## src/include/ers_pkg.sv

```systemverilog
// Purpose: constants for the emergency reset sequencer
// Assumes: system clock of 50 MHz
// Notes:   times are kept in their printed unit, counts derived
package ers_pkg;
	// ==========================================================
	// clock
	localparam int unsigned CLK_HZ             = 50000000;
	// ==========================================================
	// times in microseconds and milliseconds
	localparam int unsigned EXT_RESET_MIN_US   = 200;
	localparam int unsigned HOLD_MIN_MS        = 20;
	localparam int unsigned HOLD_TYP_MS        = 40;
	localparam int unsigned HOLD_MAX_MS        = 100;
	localparam int unsigned INIT_CANCEL_TYP_MS = 34;
	// ==========================================================
	// derived cycle counts; least time truncates, with a floor of one cycle
	localparam int unsigned EXT_RESET_MIN_CYC  =
		(EXT_RESET_MIN_US * (CLK_HZ / 1000000) + 0) < 1 ? 1 :
		EXT_RESET_MIN_US * (CLK_HZ / 1000000);
	localparam int unsigned HOLD_TYP_CYC       = HOLD_TYP_MS * (CLK_HZ / 1000);
	localparam int unsigned INIT_CANCEL_CYC    = INIT_CANCEL_TYP_MS * (CLK_HZ / 1000);
	localparam int unsigned CNT_W              = 24;
	// ==========================================================
	// sequencer states
	typedef enum logic [2:0] {
		ERS_POWER_HOLD,
		ERS_EXT_RESET,
		ERS_INIT_CANCEL,
		ERS_READY_PULSE,
		ERS_RUN,
		ERS_OFF
	} ers_state_e;
endpackage

```

## src/rtl/ers_pin_filter.sv

```systemverilog
// Purpose: three-stage synchroniser and width filter for a pin
// Assumes: pin is asynchronous to clk_sys_i
// Notes:   low_qual_o rises only after the low level persists MIN_CYC cycles
`timescale 1ns/1ps
module ers_pin_filter #(
	parameter int unsigned MIN_CYC = 10000,
	parameter int unsigned CNT_W   = 24
) (
	input  wire logic clk_sys_i,
	input  wire logic reset_i,
	input  wire logic pin_i,
	output logic      level_o,
	output logic      low_qual_o
);
	logic             s1_q;
	logic             s2_q;
	logic             s3_q;
	logic [CNT_W-1:0] cnt_q;
	logic [CNT_W-1:0] cnt_d;
	logic             stable_lo;
	logic             qual_d;

	// ==========================================================
	// synchroniser; level falls once stages two and three are both low
	always_ff @(posedge clk_sys_i or posedge reset_i) begin
		if (reset_i) begin
			s1_q <= 1'b1;
			s2_q <= 1'b1;
			s3_q <= 1'b1;
		end else begin
			s1_q <= pin_i;
			s2_q <= s1_q;
			s3_q <= s2_q;
		end
	end

	assign stable_lo = ~s2_q & ~s3_q;
	assign level_o   = ~stable_lo;

	// ==========================================================
	// width filter; short glitches never qualify
	assign cnt_d  = !stable_lo ? '0 :
	                (cnt_q == CNT_W'(MIN_CYC)) ? cnt_q : cnt_q + CNT_W'(1);
	assign qual_d = stable_lo & (cnt_d == CNT_W'(MIN_CYC));

	always_ff @(posedge clk_sys_i or posedge reset_i) begin
		if (reset_i) begin
			cnt_q      <= '0;
			low_qual_o <= 1'b0;
		end else begin
			cnt_q      <= cnt_d;
			low_qual_o <= qual_d;
		end
	end
endmodule

```

## src/rtl/ers_sequencer.sv

```systemverilog
// Purpose: reset sequencer around one open-drain active-low reset line
// Assumes: reset_i models supply power-up; pins are asynchronous
// Notes:   counts above 4096 cycles are parameters so simulation can shorten them
`timescale 1ns/1ps
// Overview of operation
// reset request needs line low 200us minimum
// stay in reset while line held low
// power-up drives line low 20-100ms
// run 34ms initialisation after any reset
// signal OK readiness after sequence completes
// line drives external reset only at power-up
// others drive line open-drain only
// application uses line only for emergencies
// others avoid asserting during power-up hold
// power off after reset if on-request low
// filter reset input against narrow pulses
module ers_sequencer
	import ers_pkg::*;
#(
	parameter int unsigned EXT_MIN_CYC = EXT_RESET_MIN_CYC,
	parameter int unsigned HOLD_CYC    = HOLD_TYP_CYC,
	parameter int unsigned CANCEL_CYC  = INIT_CANCEL_CYC
) (
	input  wire logic clk_sys_i,
	input  wire logic reset_i,
	input  wire logic reset_line_i,
	output logic      reset_line_o,
	output logic      reset_line_oe_o,
	input  wire logic power_on_req_i,
	output logic      core_reset_o,
	output logic      ready_ok_o,
	output logic      running_o,
	output logic      power_off_o
);
	ers_state_e       state_q;
	ers_state_e       state_d;
	logic [CNT_W-1:0] cnt_q;
	logic [CNT_W-1:0] cnt_d;
	logic             line_level;
	logic             line_low_qual;
	logic             on_s1_q;
	logic             on_s2_q;
	logic             on_s3_q;
	logic             on_level_q;
	logic             hold_done;
	logic             cancel_done;
	logic             st_hold;
	logic             st_ext;
	logic             st_cancel;
	logic             st_ready;
	logic             st_run;
	logic             st_off;
	logic             oe_d;
	logic             oe_q;
	logic             core_d;
	logic             core_q;
	logic             ok_d;
	logic             ok_q;
	logic             run_d;
	logic             run_q;
	logic             off_d;
	logic             off_q;

	// ==========================================================
	// reset line input conditioning
	// synchronise and filter
	ers_pin_filter #(
		.MIN_CYC (EXT_MIN_CYC),
		.CNT_W   (CNT_W)
	) u_line_filter (
		.clk_sys_i  (clk_sys_i),
		.reset_i    (reset_i),
		.pin_i      (reset_line_i),
		.level_o    (line_level),
		.low_qual_o (line_low_qual)
	);

	// ==========================================================
	// on-request pin: level changes once stages two and three agree
	always_ff @(posedge clk_sys_i or posedge reset_i) begin
		if (reset_i) begin
			on_s1_q    <= 1'b0;
			on_s2_q    <= 1'b0;
			on_s3_q    <= 1'b0;
			on_level_q <= 1'b0;
		end else begin
			on_s1_q <= power_on_req_i;
			on_s2_q <= on_s1_q;
			on_s3_q <= on_s2_q;
			if (on_s2_q == on_s3_q) begin
				on_level_q <= on_s3_q;
			end
		end
	end

	// ==========================================================
	// sequencer
	// hold counter end point
	assign hold_done   = (cnt_q == CNT_W'(HOLD_CYC - 1));
	// cancel counter end point
	assign cancel_done = (cnt_q == CNT_W'(CANCEL_CYC - 1));

	always_comb begin
		state_d = state_q;
		cnt_d   = cnt_q + CNT_W'(1);
		case (state_q)
			ERS_POWER_HOLD: begin
				// supervisor hold time
				if (hold_done) begin
					state_d = ERS_EXT_RESET;
					cnt_d   = '0;
				end
			end
			ERS_EXT_RESET: begin
				cnt_d = '0;
				// leave only once line high
				if (line_level) begin
					state_d = ERS_INIT_CANCEL;
				end
			end
			ERS_INIT_CANCEL: begin
				// qualified low restarts reset
				if (line_low_qual) begin
					state_d = ERS_EXT_RESET;
					cnt_d   = '0;
				// initialisation cancel period
				end else if (cancel_done) begin
					cnt_d = '0;
					// off when on-request low
					state_d = on_level_q ? ERS_READY_PULSE : ERS_OFF;
				end
			end
			ERS_READY_PULSE: begin
				cnt_d   = '0;
				state_d = ERS_RUN;
			end
			ERS_RUN: begin
				cnt_d = '0;
				// emergency reset request
				if (line_low_qual) begin
					state_d = ERS_EXT_RESET;
				end
			end
			ERS_OFF: begin
				cnt_d = '0;
			end
			default: begin
				state_d = ERS_POWER_HOLD;
				cnt_d   = '0;
			end
		endcase
	end

	always_ff @(posedge clk_sys_i or posedge reset_i) begin
		if (reset_i) begin
			state_q <= ERS_POWER_HOLD;
			cnt_q   <= '0;
		end else begin
			state_q <= state_d;
			cnt_q   <= cnt_d;
		end
	end

	// ==========================================================
	// state decode
	// flat views of the state keep the output logic simple
	assign st_hold   = (state_q == ERS_POWER_HOLD);
	assign st_ext    = (state_q == ERS_EXT_RESET);
	assign st_cancel = (state_q == ERS_INIT_CANCEL);
	assign st_ready  = (state_q == ERS_READY_PULSE);
	assign st_run    = (state_q == ERS_RUN);
	assign st_off    = (state_q == ERS_OFF);

	// ==========================================================
	// output decode; pins follow the state one cycle later
	// drive line low only in power-up hold
	assign oe_d   = st_hold;

	// core held while line low or init runs
	assign core_d = st_hold
	                | st_ext
	                | st_cancel;

	// one-cycle ready report
	assign ok_d   = st_ready;
	assign run_d  = st_run;

	// off is terminal until supply reset
	assign off_d  = st_off;

	// ==========================================================
	// output flops; registered so no decode glitch reaches a pin
	always_ff @(posedge clk_sys_i or posedge reset_i) begin
		if (reset_i) begin
			oe_q   <= 1'b1;
			core_q <= 1'b1;
			ok_q   <= 1'b0;
			run_q  <= 1'b0;
			off_q  <= 1'b0;
		end else begin
			oe_q   <= oe_d;
			core_q <= core_d;
			ok_q   <= ok_d;
			run_q  <= run_d;
			off_q  <= off_d;
		end
	end

	// ==========================================================
	// pins
	// the line is open-drain, so only a low is ever offered
	// a host driving it high would fight this pull
	assign reset_line_o    = 1'b0;
	assign reset_line_oe_o = oe_q;
	assign core_reset_o    = core_q;
	assign ready_ok_o      = ok_q;
	assign running_o       = run_q;
	assign power_off_o     = off_q;
endmodule

```

## config.mk

```make
export PLATFORM = sky130hd
export DESIGN_NAME = ers_sequencer
export DESIGN_NICKNAME = d
export VERILOG_FILES = /design/src/include/ers_pkg.sv /design/src/rtl/ers_pin_filter.sv /design/src/rtl/ers_sequencer.sv
export SDC_FILE = /design/constraint.sdc
export NUM_CORES = 1
export LEC_CHECK = 0
export CORE_ASPECT_RATIO = 1.2
export CORE_MARGIN = 4
export CORE_UTILIZATION = 48
export CTS_BUF_LIST = sky130_fd_sc_hd__clkbuf_8
export CTS_CLUSTER_SIZE = 16
export DETAILED_ROUTE_END_ITERATION = 7
export DONT_BUFFER_PORTS = 1
export PLACE_DENSITY = 0.65
export SLEW_MARGIN = 20
export SYNTH_ARGS = -nofsm -noshare
export SYNTH_HDL_FRONTEND = slang
export SYNTH_HIERARCHICAL = 1
export SYNTH_SLANG_ARGS = --single-unit
export TNS_END_PERCENT = 100
```

## constraint.sdc

```tcl
create_clock -name clk_sys_i -period 1.9 [get_ports clk_sys_i]
set_input_delay 0.19 -clock clk_sys_i [delete_from_list [all_inputs] [get_ports clk_sys_i]]
set_output_delay 0.19 -clock clk_sys_i [all_outputs]
set_load 0.1 [all_outputs]
```

==> flow_summary.toml <==
[timing]
rsz0062_at_grt = "true"
fin_hold_ws_ns = 0.357
tns_ns = -0.167
period_share = 1.06
worst_slack_ns = -0.117
clock_skew_ns = 0.00862
setup_viol = 3
fmax_ghz = 0.496
slew_violations = 0
period_needed_ns = 2.02
hold_viol = 0

[setup_path]
crit_type = "reg2reg"
worstPathRequired_ns = 2.16
crit_cells = 9
end_kind = "flip-flop"
crit_buf_inv = 3
cp_common_cell = "buf_4"
start_kind = "flip-flop"
crit_start = "u_line_filter/cnt_q[7]"
worstPathCellList = "nand4_4 -> buf_4 -> nor4_4 -> buf_4 -> buf_4 -> a311oi_2 -> a31oi_1 -> o31a_1 -> nor4b_2"
cp_max_fo = 5
critPathMaxStageDelay_ns = 0.41
cp_slowest_cell = "dfrtp_1"
cpLargestDelayFamily = "compound AO/OA/AOI/OAI gates"
arrival_ns = 2.28
reg2reg_depth = 9
worstReg2RegStart = "u_line_filter/cnt_q[7]"

[global_routing]
globalRouteOverflowTotal = 0
antenna_found_initial = 0
grt_util_all_layers = 0.209
grt_first_pass_wirelength_mm = 14.1
grt_pass1_vias = 2958
grt_max_degree = 37

[placement]
place_hpwl_mm = 5.48
io_buffer_count = 0
gp_congestion = 0.908

[synthesis]
postSynthNetCount = 358
synth_commonest_cells = "59 x dfrtp_1, 52 x nor2_1, 22 x nand3_1, 22 x xor2_1, 20 x nand2_1"
syn_avg_cell_area_um2 = 9.76
synthTopCellsByArea = "dfrtp_1 43%, nor2_1 5.7%, xor2_1 5.6%"
ys_seq_area_frac = 0.469
yosysTopAreaCell = "dfrtp_1"
synthArstFlopShare = 1.00
synth.distinct_cells = 59
yosys_most_used_dff = "dfrtp_1"
synth_cells = 351
synth_top_area_frac = 0.431
ys_ff_latch = 64
yosysWarnings = 6
yosysMostFrequentCell = "dfrtp_1"
netlist_area_mm2 = 0.00343
synth_edf_count = 0

[run_status]
status = "complete, but fails checks"
violations = "setup timing"

[power]
clkPwrFrac = 0.453
vdd_drop_max_v = 0.000420
p_int_mw = 2.05
leakagePower_nw = 1.93
p_comb_frac = 0.032
switching_share = 0.237
seqPwrFrac = 0.515
p_per_area_mw_per_mm2 = 605
switchingPower_uw = 636

[clocking]
htreeDepth = 3
clk_path_buf_depth = 2
cts_sinks = 64
root_buffer = "clkbuf_8"
clk_pin_slew_ns = 0.08
clkLatencyLatePin_ns = 0.35
cts_tree = "built"
numCtsBuffers = 9

[floorplan]
die_h_um = 101
rows = 33
core_mm2 = 0.00690
start_util = 0.497
die_w_um = 85.1
num_io_pins = 10
dieArea_mm2 = 0.00856

[route]
detail_route.wl_per_cell_um = 16.3
final_antenna_net_count = 0
wl_mm = 8.36
vias = 2831
initialDrtViolationCount = 159
drt-pass1-iter-count = 4
drc_errors = 0
via_per_inst = 5.53

[job]
maxCapViolCount = 0

[layout]
top_regs = "cnt_q: 24 flops, u_line_filter/cnt_q: 24 flops, state_q: 3 flops"
area_growth_pct = 29.3
fillers = 513
drive_gt1_frac = 0.332
diodes = 0
nets = 427

[worst_hold_path]
whs_path_depth = 0
min-delay-start = "on_s1_q"
hp-class = "reg2reg"
## worst register-to-register path, cell delays in order (launching register included)
cell and delay (ns):
dfrtp_1 0.41, nand4_4 0.14, buf_4 0.14, nor4_4 0.03, buf_4 0.16, buf_4 0.13
a311oi_2 0.30, a31oi_1 0.10, o31a_1 0.31, nor4b_2 0.22
## layer usage
metal  global-route usage  wire length (um)  vias to the layer above  part of all wire
li1                     -                 -                     1363                 -
met1                0.234              3340                     1394              0.40
met2                0.377              4590                       54              0.55
met3               0.0458               236                       20             0.028
met4               0.0914               198                        0             0.024
met5                    0                 0                        -                 0
## final cells by class
class | count | area (um^2) | share of cell area
clock buffers | 10 | 138 | 0.0311
clock inverters | 6 | 67.6 | 0.0152
inverters | 13 | 48.8 | 0.0110
multi-input cells | 257 | 1860 | 0.420
flip-flops and latches | 64 | 1610 | 0.364
well taps | 87 | 109 | 0.0246
repair buffers | 75 | 594 | 0.134
## power by group through the flow
| stage | Clock, mW | Combinational, mW | Sequential (mW) |
|---|---|---|---|
| 2_1_floorplan | 0 | 0.0525 | 1.41 |
| 3_3_place_gp | 0 | 0.0789 | 1.41 |
| 3_5_place_dp | 0 | 0.0802 | 1.41 |
| 4_1_cts | 1.24 | 0.0862 | 1.38 |
| 5_1_grt | 1.30 | 0.0966 | 1.38 |
| 6_report | 1.21 | 0.0852 | 1.38 |
## stage by stage
stage	power [mW]	setup slack (ns)	cell area, um^2	std cells	utilization
after floorplan	1.46	0.000377	3440	351	-
after global placement	1.49	-0.106	3880	476	0.563
after detailed placement	1.49	-0.0954	3880	476	0.563
after CTS	2.71	-0.0344	4340	508	0.629
after global routing	2.78	-0.242	4430	512	0.643
final	2.68	-0.117	4430	512	0.643
## cell usage in the layout (no fill, tap or decap), types with 4 or more instances in the layout
| master | synthesis | routed |
|---|---|---|
| a21oi_1 | 9 | 7 |
| nor4_1 | 10 | 8 |
| o22ai_1 | 6 | 6 |
| nor3_1 | 5 | 4 |
| and3_1 | 7 | 5 |
| nand3_1 | 22 | 20 |
| nand4_1 | 14 | 14 |
| clkbuf_8 | 0 | 10 |
| dfrtp_1 | 59 | 54 |
| xor2_1 | 22 | 21 |
| nand2_1 | 20 | 20 |
| dfstp_2 | 5 | 5 |
| xnor2_1 | 19 | 19 |
| buf_4 | 1 | 68 |
| nor2_1 | 52 | 50 |
| dfrtp_2 | 0 | 5 |
| and2_1 | 4 | 4 |
| nor2_2 | 3 | 5 |
| inv_1 | 11 | 10 |
| nor3b_1 | 6 | 4 |
## kinds of logic after synthesis
kind of cell	Yosys count	synth area share
adders and majority gates	4	0.0139
DFF	64	0.469
xor gates and xnor gates	41	0.105
other	1	0.00109
muxes	4	0.0120
buffers and inverters	30	0.0409
and+or+nand+nor	175	0.297
AOI/OAI and AO/OA	32	0.0613
## worst paths after layout
check,to,slack (ns)
worst max-delay path,u_line_filter/low_qual_o,-0.12
worst min-delay path,on_s2_q,0.36
worst max register to register,u_line_filter/low_qual_o,-0.12
worst min register to register,on_s2_q,0.36
max in group asynchronous,reset_line_oe_o,1.16
min in group asynchronous,u_line_filter/cnt_q[18],0.37
## timing repair
item	4_1_cts	5_1_grt
setup buffers	13	4
hold endpoints to repair	61	0
resized for setup	25	15
endpoints found under the setup margin	12	27
pin swaps	15	11
hold buffers	3	0
Note: power is estimated with default switching activity, not from simulation.
